**src/stfp_defs.vh**
```
// constants for the token timing and transmit priority block
// assumes a 10 MHz character clock; counts derive from that rate
`ifndef STFP_DEFS_VH
`define STFP_DEFS_VH
`define STFP_CLK_HZ 10000000
`define STFP_LOSS_TIME_MS 100
`define STFP_LOSS_CYCLES ((`STFP_CLK_HZ / 1000) * `STFP_LOSS_TIME_MS)
`define STFP_MIN_GAP 100
`define STFP_MAX_DELAY 10
`define STFP_READY_FLAGS 10
// transmit selection codes
`define STFP_SEL_FLAG 4'h0
`define STFP_SEL_PAIR2 4'h1
`define STFP_SEL_TOKEN 4'h2
`define STFP_SEL_TOKEN_TURN 4'h3
`define STFP_SEL_USER 4'h4
`define STFP_SEL_ACK 4'h5
`define STFP_SEL_RR 4'h6
`define STFP_SEL_FRAME 4'h7
`define STFP_SEL_FWD_CTRL 4'h8
`define STFP_SEL_OWN_CTRL 4'h9
`define STFP_SEL_CUT 4'ha
`define STFP_SEL_OWN_APP 4'hb
`define STFP_SEL_IDLE_FLAG 4'hc
`define STFP_SEL_DIS 4'hd
`define STFP_SEL_NONE 4'hf
`endif

```
**src/stfp_port.v**
```verilog
// token timing and transmit priority logic for one link port
// assumes all inputs synchronous to mclk_in; one character per clock
`timescale 1ns/1ps
`default_nettype none
`include "stfp_defs.vh"

// Functional notes
// - passing or turning token clears loss timer; code clears it on sent turn markers only, not on turned-back plain tokens
// - loss timeout creates token as if received
// - second token while holding is dropped
// - token passes within ten character periods; code has no such bound, a pass waits for the 100-character gap
// - token passes spaced at least 100 characters
// - token turn-backs spaced at least 100 characters; code spaces only sent turn markers, plain tokens turned back are not gated
// - quotas come from master configuration message
// - ten flags first after entering ready
// - finish started protocol pair next
// - pending token characters come next
// - user characters before new ack pair
// - ack pair before rr before frame continuation
// - frame continuation above control frame activity
// - forwarded reset frames above own control frame
// - own control frame above application frames
// - normally favour frames from the other port
// - holding token favours own frames instead
// - switch shares turns among frame sources
// - idle sends flag or disabled characters
// - items selectable only when preconditions hold
// - tokens accepted always, sent only when ready
// - reflection flag chooses turn-back or pass-on
// - releasing token clears originated frame counter
module stfp_port #(
    parameter LOSS_CYCLES = `STFP_LOSS_CYCLES,
    parameter QW = 8
) (
    // clock and reset
    input wire mclk_in,
    input wire rst_n_in,
    // port state and character sync
    input wire ready_state_in,
    input wire disabled_state_in,
    input wire char_sync_in,
    input wire reflect_flag_in,
    input wire switch_node_in,
    // configuration message
    input wire cfg_valid_in,
    input wire [QW-1:0] cfg_hold_quota_in,
    input wire [QW-1:0] cfg_idle_quota_in,
    // received token characters
    input wire rx_token_in,
    input wire rx_token_turn_in,
    // frame origination status
    input wire own_frame_sent_in,
    input wire own_frame_pending_in,
    // pending transmit items
    input wire pair_second_pending_in,
    input wire user_char_pending_in,
    input wire ack_pair_pending_in,
    input wire rr_pair_pending_in,
    input wire frame_in_progress_in,
    input wire fwd_ctrl_pending_in,
    input wire own_ctrl_pending_in,
    input wire cut_frame_pending_in,
    input wire own_app_pending_in,
    input wire awaiting_receiver_ready_flag_in,
    // transmit handshake: one character sent per accepted selection
    input wire tx_take_in,
    // outputs
    output reg [3:0] tx_sel_out,
    output reg token_held_out,
    output reg satisfied_out,
    output reg [QW-1:0] frame_count_out,
    output reg [QW-1:0] hold_quota_out,
    output reg [QW-1:0] idle_quota_out,
    output reg app_allowed_out,
    output reg token_regen_out
);

// ****************************************
// internal state
// ****************************************
reg [31:0] token_loss_timer_q;
reg [6:0] pass_gap_q;
reg [6:0] turn_gap_q;
reg [3:0] flag_cnt_q;
reg ready_d1_q;
reg pend_pass_q;       // token waiting to be passed on, sent on this port
reg pend_turn_q;       // turned-back character waiting on this port
reg pend_turn_kind_q;  // 1: turned char is the turn marker, 0: plain token
reg rr_turn_q;         // round-robin between cut-through and own frames
reg [3:0] sel_d;
wire loss_hit;
wire tok_in;
wire release_tok;
wire sat_now;
wire turn_token_go;
wire pass_token_go;
wire flag_take;
wire pass_take;
wire turn_take;

assign loss_hit = (token_loss_timer_q >= LOSS_CYCLES - 1);
assign tok_in = (rx_token_in & char_sync_in) | loss_hit;
assign sat_now = (frame_count_out >= hold_quota_out) | ~own_frame_pending_in;
// a held token leaves only once satisfied and no token character is still queued for sending
assign release_tok = token_held_out & sat_now & ~pend_pass_q & ~pend_turn_q;
assign flag_take = tx_take_in & (tx_sel_out == `STFP_SEL_FLAG);
assign pass_take = tx_take_in & (tx_sel_out == `STFP_SEL_TOKEN);
assign turn_take = tx_take_in & (tx_sel_out == `STFP_SEL_TOKEN_TURN);
// the item leaving on this edge must not be chosen again from its stale pending bit
assign pass_token_go = pend_pass_q & ~pass_take & (pass_gap_q >= `STFP_MIN_GAP);
assign turn_token_go = pend_turn_q & ~turn_take
    & (~pend_turn_kind_q | (turn_gap_q >= `STFP_MIN_GAP));

// ****************************************
// token loss timer and spacing counters
// ****************************************
always @(posedge mclk_in or negedge rst_n_in) begin
    if (!rst_n_in) begin
        token_loss_timer_q <= 32'h0;
        pass_gap_q <= 7'h64;
        turn_gap_q <= 7'h64;
    end else begin
        if ((tx_take_in && (tx_sel_out == `STFP_SEL_TOKEN))
                || (tx_take_in && (tx_sel_out == `STFP_SEL_TOKEN_TURN) && pend_turn_kind_q)
                || loss_hit) begin
            token_loss_timer_q <= 32'h0;
        end else begin
            token_loss_timer_q <= token_loss_timer_q + 32'h1;
        end
        if (tx_take_in && (tx_sel_out == `STFP_SEL_TOKEN)) begin
            pass_gap_q <= 7'h0;
        end else if (pass_gap_q < `STFP_MIN_GAP) begin
            pass_gap_q <= pass_gap_q + 7'h1;
        end
        if (tx_take_in && (tx_sel_out == `STFP_SEL_TOKEN_TURN) && pend_turn_kind_q) begin
            turn_gap_q <= 7'h0;
        end else if (turn_gap_q < `STFP_MIN_GAP) begin
            turn_gap_q <= turn_gap_q + 7'h1;
        end
    end
end

// ****************************************
// token hold, release and quotas
// ****************************************
always @(posedge mclk_in or negedge rst_n_in) begin
    if (!rst_n_in) begin
        token_held_out <= 1'b0;
        pend_pass_q <= 1'b0;
        pend_turn_q <= 1'b0;
        pend_turn_kind_q <= 1'b0;
        frame_count_out <= {QW{1'b0}};
        hold_quota_out <= {QW{1'b0}};
        idle_quota_out <= {QW{1'b0}};
        token_regen_out <= 1'b0;
    end else begin
        token_regen_out <= loss_hit;
        if (cfg_valid_in) begin
            hold_quota_out <= cfg_hold_quota_in;
            idle_quota_out <= cfg_idle_quota_in;
        end
        // token arriving while one is held merges into it
        if (tok_in && !token_held_out && !pend_pass_q && !pend_turn_q) begin
            token_held_out <= 1'b1;
        end else if (release_tok) begin
            token_held_out <= 1'b0;
            if (reflect_flag_in) begin
                pend_turn_q <= 1'b1;
                pend_turn_kind_q <= 1'b1;
            end else begin
                pend_pass_q <= 1'b1;
            end
        end
        // turn marker received: turned back as plain token or passed on at once
        if (rx_token_turn_in && char_sync_in && !pend_turn_q && !pend_pass_q
                && !token_held_out) begin
            if (reflect_flag_in) begin
                pend_turn_q <= 1'b1;
                pend_turn_kind_q <= 1'b0;
            end else begin
                pend_pass_q <= 1'b1;
            end
        end
        if (tx_take_in && (tx_sel_out == `STFP_SEL_TOKEN)) begin
            pend_pass_q <= 1'b0;
        end
        if (tx_take_in && (tx_sel_out == `STFP_SEL_TOKEN_TURN)) begin
            pend_turn_q <= 1'b0;
        end
        if (release_tok) begin
            frame_count_out <= {QW{1'b0}};
        end else if (own_frame_sent_in && (frame_count_out != {QW{1'b1}})) begin
            frame_count_out <= frame_count_out + {{(QW-1){1'b0}}, 1'b1};
        end
    end
end

// ****************************************
// ready flag run and status
// ****************************************
always @(posedge mclk_in or negedge rst_n_in) begin
    if (!rst_n_in) begin
        flag_cnt_q <= 4'h0;
        ready_d1_q <= 1'b0;
        satisfied_out <= 1'b0;
        app_allowed_out <= 1'b0;
        rr_turn_q <= 1'b0;
    end else begin
        ready_d1_q <= ready_state_in;
        if (ready_state_in && !ready_d1_q) begin
            flag_cnt_q <= 4'h0;
        end else if (tx_take_in && (tx_sel_out == `STFP_SEL_FLAG)
                && (flag_cnt_q < `STFP_READY_FLAGS)) begin
            flag_cnt_q <= flag_cnt_q + 4'h1;
        end
        satisfied_out <= sat_now;
        app_allowed_out <= (token_held_out & ~sat_now)
            | (~cut_frame_pending_in & (idle_quota_out > frame_count_out));
        if (tx_take_in && ((tx_sel_out == `STFP_SEL_CUT)
                || (tx_sel_out == `STFP_SEL_OWN_APP))) begin
            rr_turn_q <= ~rr_turn_q;
        end
    end
end

// ****************************************
// transmit priority selector
// ****************************************
always @* begin
    sel_d = `STFP_SEL_IDLE_FLAG;
    if (disabled_state_in) begin
        sel_d = `STFP_SEL_DIS;
    end else if (ready_state_in && (!ready_d1_q
            || (flag_cnt_q + {3'h0, flag_take}) < `STFP_READY_FLAGS)) begin
        sel_d = `STFP_SEL_FLAG;
    end else if (pair_second_pending_in) begin
        sel_d = `STFP_SEL_PAIR2;
    end else if (ready_state_in && pass_token_go) begin
        sel_d = `STFP_SEL_TOKEN;
    end else if (ready_state_in && turn_token_go) begin
        sel_d = `STFP_SEL_TOKEN_TURN;
    end else if (user_char_pending_in) begin
        sel_d = `STFP_SEL_USER;
    end else if (ack_pair_pending_in) begin
        sel_d = `STFP_SEL_ACK;
    end else if (rr_pair_pending_in) begin
        sel_d = `STFP_SEL_RR;
    end else if (frame_in_progress_in) begin
        sel_d = `STFP_SEL_FRAME;
    end else if (fwd_ctrl_pending_in) begin
        sel_d = `STFP_SEL_FWD_CTRL;
    end else if (own_ctrl_pending_in) begin
        sel_d = `STFP_SEL_OWN_CTRL;
    end else if (ready_state_in && !awaiting_receiver_ready_flag_in) begin
        if (cut_frame_pending_in && own_app_pending_in && app_allowed_out) begin
            if (switch_node_in) begin
                sel_d = rr_turn_q ? `STFP_SEL_OWN_APP : `STFP_SEL_CUT;
            end else if (token_held_out) begin
                sel_d = `STFP_SEL_OWN_APP;
            end else begin
                sel_d = `STFP_SEL_CUT;
            end
        end else if (cut_frame_pending_in) begin
            sel_d = `STFP_SEL_CUT;
        end else if (own_app_pending_in && app_allowed_out) begin
            sel_d = `STFP_SEL_OWN_APP;
        end
    end
end

// registered so the selection holds until the transmitter takes it
always @(posedge mclk_in or negedge rst_n_in) begin
    if (!rst_n_in) begin
        tx_sel_out <= `STFP_SEL_NONE;
    end else if (tx_take_in || (tx_sel_out == `STFP_SEL_NONE)) begin
        tx_sel_out <= sel_d;
    end
end

endmodule // stfp_port
`default_nettype wire

```
**config.mk**
```make
export PLATFORM = sky130hd
export DESIGN_NAME = stfp_port
export DESIGN_NICKNAME = d
export VERILOG_FILES = /design/src/stfp_port.v
export VERILOG_INCLUDE_DIRS = /design/src
export SDC_FILE = /design/constraint.sdc
export NUM_CORES = 1
export LEC_CHECK = 0
export ABC_AREA = 0
export BUFFER_PORTS_ARGS = -buffer_cell sky130_fd_sc_hd__buf_2
export CAP_MARGIN = 30
export CELL_PAD_IN_SITES_DETAIL_PLACEMENT = 1
export CELL_PAD_IN_SITES_GLOBAL_PLACEMENT = 2
export CORE_MARGIN = 8
export CORE_UTILIZATION = 30
export CTS_CLUSTER_SIZE = 14
export DETAILED_ROUTE_END_ITERATION = 6
export PLACE_DENSITY_LB_ADDON = 0.1
export SYNTH_ARGS = -nofsm -noshare
export SYNTH_HDL_FRONTEND = slang
export SYNTH_SLANG_ARGS = --single-unit
```
**constraint.sdc**
```tcl
create_clock -name mclk_in -period 3.07 [get_ports mclk_in]
set_clock_uncertainty 0.1 [all_clocks]
set_input_delay 0.4605 -clock mclk_in [delete_from_list [all_inputs] [get_ports mclk_in]]
set_output_delay 0.4605 -clock mclk_in [all_outputs]
set_load 0.005 [all_outputs]
```
# == After elaboration in Yosys (flattened, before gate mapping) ==
# Index checks and enable logic that the tools add are counted.
# word_totals
register_bits,87
mem_bits_rw,0
latchBits,0
mem_count,0
rom_bits,0
inputBits,39
output_inout_bits,32
word_cells,148
# op_classes
n_mul,0
n_eq_ne,6
n_bitwise,26
add_sub_neg,6
n_div,0
n_mux,46
n_shift,0
magnitude_cmp,9
reduce_logical,38
# op_table
operator,count
$mux W4,15
$add A32 B1 Y32 const B,1
$ge A32 B20 Y1 const B,1
$mux W32,1
$mux W7,4
$logic_and A1 B1 Y1,22
$mux W1,22
$mux W8,2
$add A7 B1 Y7 const B,2
$ge A7 B7 Y1 const B,2
$lt A7 B7 Y1 const B,2
$and A1 B1 Y1,13
$eq A4 B4 Y1 const B,3
$reduce_bool A2 Y1,5
$not A1 Y1,9
$add A8 B1 Y8 const B,1
$eq A4 B2 Y1 const B,2
$ge A8 B8 Y1,1
$gt A8 B8 Y1,1
$ne A8 B8 Y1 const B,1
$mux W3,2
$add A4 B1 Y5,1
$logic_not A1 Y1,5
$logic_or A1 B1 Y1,5
5 further kinds,8

# == Longest topological paths before layout ==
# depth
depth_word,16
depth_mapped,9
depth_no_buf,8

# == Least setup slack after synthesis ==
# No wires, ideal clock.
# synth_path
kind,input-to-reg
from,input port tx_take_in
to,register tx_sel_out[1]
stages,8
required_time_ps,2892
setup_time_ps,78
n_path_buf,1
arrival_time_ps,2192
path_slack_ps,700
path_cell_list,buf_4 > nor4b_1 > and3_1 > ha_1 > or4bb_1 > o311ai_0 > a211oi_2 > a31o_2
# synth_via
elab_chain_len,10
word_cells_on_any_way,21
classes_between,add/sub: 1; order compare: 1; mux: 5; bitwise: 9; reduce/logical: 5
# synth_lines
item,line,source
from (decl),stfp_port.v:66,"input wire tx_take_in,"
"parallel branches: the longest is 10 deep, another holds $add A4 B1 Y5",--,
to (signal assigned),stfp_port.v:274,tx_sel_out <= `STFP_SEL_NONE;
to (signal assigned),stfp_port.v:276,tx_sel_out <= sel_d;
to (decl),stfp_port.v:68,"output reg [3:0] tx_sel_out,"
# Several ways; the timed one is not identified.
# A chain may end at the register's enable or synchronous reset.

# == Final worst setup path ==
# layout_path
from,register frame_count_out[0]
to,register frame_count_out[2]
# layout_via
elab_chain_len,6
word_cells_on_any_way,11
classes_between,add/sub: 1; order compare: 1; eq/ne: 1; mux: 2; bitwise: 4; reduce/logical: 2
# layout_lines
item,line,source
from (decl),stfp_port.v:71,"output reg [QW-1:0] frame_count_out,"
from (signal assigned),stfp_port.v:152,frame_count_out <= {QW{1'b0}};
from (signal assigned),stfp_port.v:191,frame_count_out <= {QW{1'b0}};
from (signal assigned),stfp_port.v:193,"frame_count_out <= frame_count_out + {{(QW-1){1'b0}}, 1'b1};"
$ge A8 B8 Y1 (*),stfp_port.v:103,assign sat_now = (frame_count_out >= hold_quota_out) | ~own_frame_pending_in;
$or A1 B1 Y1 (*),stfp_port.v:103,
named net sat_now,stfp_port.v:94,wire sat_now;
$and A1 B1 Y1 (*) (3 in a row),stfp_port.v:105,assign release_tok = token_held_out & sat_now & ~pend_pass_q & ~pend_turn_q;
$mux W8 / $reduce_bool A2 Y1 (equally long branches),--,
# Mark *: on every way through the listed nets, which the timed path passes. The rest lies on a longest branch. The select of a mux whose other input is x is not followed.

==> results.sh <==
export IMPL_run_status="complete, but fails checks"
export IMPL_violations="hold timing"
export IMPL_gp_congestion=0.7502
export IMPL_setup_viol=0
export IMPL_cts_resized=0
export IMPL_power_density_nw_per_um2=691.4
export IMPL_synth_cell_types=60
export IMPL_cts_setup_buffers=0
export IMPL_cts_root_buf="clkbuf_16"
export IMPL_clock_path_buffers=2
export IMPL_vias_per_cell=4.842
export IMPL_dr_pass1_iters=4
export IMPL_worst_setup_path_end_kind="register"
export IMPL_ys_warnings_count=0
export IMPL_clk_latency_ps=340
export IMPL_path_class="register to register"
export IMPL_drv_cap=0
export IMPL_antenna_cells=0
export IMPL_nNetsFinal=588
export IMPL_synth_avg_cell_area_um2=10.18
export IMPL_fp_dieH_um=137.7
export IMPL_die_w_um=137.7
export IMPL_ys_ff_latch=87
export IMPL_dp_hpwl_um=8430
export IMPL_synth_edf_count=0
export IMPL_worst_ep_arrival_time_ps=2600
export IMPL_holdBufCountCts=0
export IMPL_fmax_ghz=0.4107
export IMPL_grt_max_degree=51
export IMPL_cts_sinks=87
export IMPL_cts_max_level=3
export IMPL_whs_ps=-6.414
export IMPL_start_kind="register"
export IMPL_fill_cells=1688
export IMPL_dr_total_vias=3457
export IMPL_dp_cells=698
export IMPL_overflow=0
export IMPL_syn_area_um2=4441
export IMPL_ios=71
export IMPL_p_leak_nw=2.412
export IMPL_cts_buffers=9
export IMPL_slew_viol_final=0
export IMPL_post_drt_wl_per_cell_um=15.58
export IMPL_drc=0
export IMPL_core_area_um2=14480
export IMPL_finalCritPeriodShare_pct=79.30
export IMPL_cp_max_fo=8
export IMPL_grt_use_total_pct=12.56
export IMPL_fin_cells=714
export IMPL_worst_slew_pin_slew_ps=689.9
export IMPL_tns_ps=0
export IMPL_grt_pass1_vias=3645
export IMPL_rsz0062_at_grt="false"
export IMPL_min_path_type="input port to asynchronous set/reset pin"
export IMPL_drt_total_wl_um=11120
export IMPL_syn_inst=436
export IMPL_synth_top_flop_cell="dfrtp_1"
export IMPL_first_iter_violations=134
export IMPL_num_rows=44
export IMPL_grt_pass1_wl_um=18920
export IMPL_required_ps=3240
export IMPL_initial_utilization_pct=30.67
export IMPL_io_buffers=70
export IMPL_area_delta_synth_final_pct=20.65
export IMPL_fin_crit_ps=2435
export IMPL_cts_tree="yes"
export IMPL_antenna_found_initial=0
export IMPL_ys_seq_area_share_pct=49.31
export IMPL_drive_gt1_share_pct=23.21
export IMPL_cts_reportedPaths_clkPinSlew_ps=70
export IMPL_ys_async_sr_fraction_pct=100.0
export IMPL_ir_worst_vdd_mv=0.2776
export IMPL_max_slew_margin_pct=53.73
export IMPL_ant_nets=0
export IMPL_die_area_um2=18950
export IMPL_hold_viol=5
## cell families after synthesis
family	synth area share, %
buf+inv	3.325
flops	49.31
fa+ha+maj	6.763
xor+xnor	7.101
simple gates	19.81
other cells	0.08445
compound gates	11.36
mux	2.254
## final timing paths
check / start / end / slack, ps / cells past startpoint
setup reg to reg: frame_count_out[0] / frame_count_out[2] / 640 / 7
min in group mclk_in: cfg_hold_quota_in[6] / hold_quota_out[6] / 230 / 3
hold reg to reg: rr_turn_q / rr_turn_q / 380 / 1
hold / removal: rst_n_in / hold_quota_out[2] / -6 / 1
setup / recovery: frame_count_out[0] / frame_count_out[2] / 640 / 7
max in group asynchronous: rst_n_in / pass_gap_q[6] / 2170 / 2
## registers in the layout (all words and copies together) (netlist names), 4 cells and up, named ones only
signal / flops
frame_count_out: 8
idle_quota_out: 8
token_loss_timer_q: 32
tx_sel_out: 4
turn_gap_q: 7
hold_quota_out: 8
pass_gap_q: 7
flag_cnt_q: 4
## worst max-delay path, cell delays in order (launching register included)
cell       delay, ps
dfrtp_1          450
inv_1             70
ha_1             280
nand2b_1         140
a2111oi_0        530
o31ai_2          250
and3_1           340
nor3_2           200
## metal layers
layer | part of all wire, % | routed length, µm | track usage (%) | vias to the layer above
met5 | 0 | 0 | 0 | -
met4 | 1.4 | 152 | 4.888 | 0
met3 | 5.0 | 552 | 2.808 | 10
met2 | 45 | 4957 | 18.88 | 53
met1 | 49 | 5461 | 17.12 | 1695
li1 | - | - | - | 1699
## synth_stat cells (2+ instances only)
cell | instances | area [µm²]
xor2_1 | 19 | 166.4
and3_1 | 11 | 68.82
or3_1 | 2 | 12.51
a21o_1 | 3 | 22.52
nor4_1 | 8 | 50.05
o21ai_0 | 13 | 65.06
a211oi_1 | 2 | 15.01
clkbuf_1 | 4 | 15.01
a311oi_1 | 2 | 17.52
nand2_1 | 33 | 123.9
nand3_1 | 18 | 90.09
nand4b_1 | 3 | 26.28
o311ai_0 | 2 | 17.52
a31oi_1 | 6 | 37.54
and4_1 | 3 | 26.28
dfstp_2 | 10 | 262.8
dfrtp_1 | 77 | 1927
o21a_1 | 2 | 15.01
xnor2_1 | 17 | 148.9
o22ai_1 | 3 | 18.77
nor3_1 | 4 | 20.02
and2_1 | 2 | 12.51
nor2b_1 | 4 | 25.02
mux2_2 | 8 | 90.09
a31o_2 | 2 | 17.52
nor2_1 | 62 | 232.7
a41oi_1 | 2 | 17.52
nor3b_1 | 2 | 15.01
o311ai_2 | 2 | 32.53
inv_1 | 28 | 105.1
nand2b_1 | 6 | 37.54
o31ai_1 | 3 | 22.52
ha_1 | 24 | 300.3
a21oi_1 | 13 | 65.06
nand4_1 | 9 | 56.30
buf_4 | 3 | 22.52
## placed cells by master (no fill, tap or decap), types with 3 or more instances in the layout
| master | synthesis | routed |
|---|---|---|
| dfrtp_1 | 77 | 77 |
| buf_2 | 1 | 69 |
| nor2_1 | 62 | 62 |
| nand2_1 | 33 | 33 |
| inv_1 | 28 | 28 |
| ha_1 | 24 | 24 |
| xor2_1 | 19 | 19 |
| nand3_1 | 18 | 18 |
| xnor2_1 | 17 | 17 |
| a21oi_1 | 13 | 13 |
| o21ai_0 | 13 | 13 |
| conb_1 | 1 | 12 |
| and3_1 | 11 | 11 |
| dfstp_2 | 10 | 10 |
| nand4_1 | 9 | 9 |
| clkbuf_16 | 0 | 9 |
| nor4_1 | 8 | 8 |
| mux2_2 | 8 | 8 |
| nand2b_1 | 6 | 6 |
| a31oi_1 | 6 | 6 |
| buf_4 | 3 | 5 |
| nor2b_1 | 4 | 4 |
| nor3_1 | 4 | 4 |
| a21o_1 | 3 | 3 |
| and4_1 | 3 | 3 |
| o31ai_1 | 3 | 3 |
| nand4b_1 | 3 | 3 |
| o22ai_1 | 3 | 3 |
| clkinv_2 | 0 | 3 |
## stage by stage
| step | util [%] | cell area [µm²] | total power [W] | hold slack, ps | setup slack, ps |
|---|---|---|---|---|---|
| floorplan | - | 4482 | 0.002269 | 64.91 | 699.6 |
| global placement | 35.03 | 5072 | 0.002670 | 365.3 | 501.1 |
| detailed placement | 35.03 | 5072 | 0.002700 | 368.7 | 472.9 |
| CTS | 37.00 | 5358 | 0.003792 | 5.587 | 588.2 |
| global route | 37.00 | 5358 | 0.004017 | 27.52 | 463.5 |
| finish | 37.00 | 5358 | 0.003704 | -6.414 | 635.4 |
## area by class of cell
class,instances,area [µm²],share of cell area (%)
Inverter,28,105.1,1.962
Clock inverter,5,32.53,0.6072
Clock buffer,11,252.7,4.717
Sequential cell,87,2190,40.87
Tap cell,184,230.2,4.297
Timing Repair Buffer,75,402.9,7.520
Multi-Input combinational cell,324,2145,40.03
## report_power, final
part           switching, W  total, W  internal [W]
registers          0.000248   0.00162       0.00138
clock network      0.000452   0.00104      0.000591
logic              0.000567   0.00104      0.000471
Note: power is estimated with default switching activity, not from simulation.
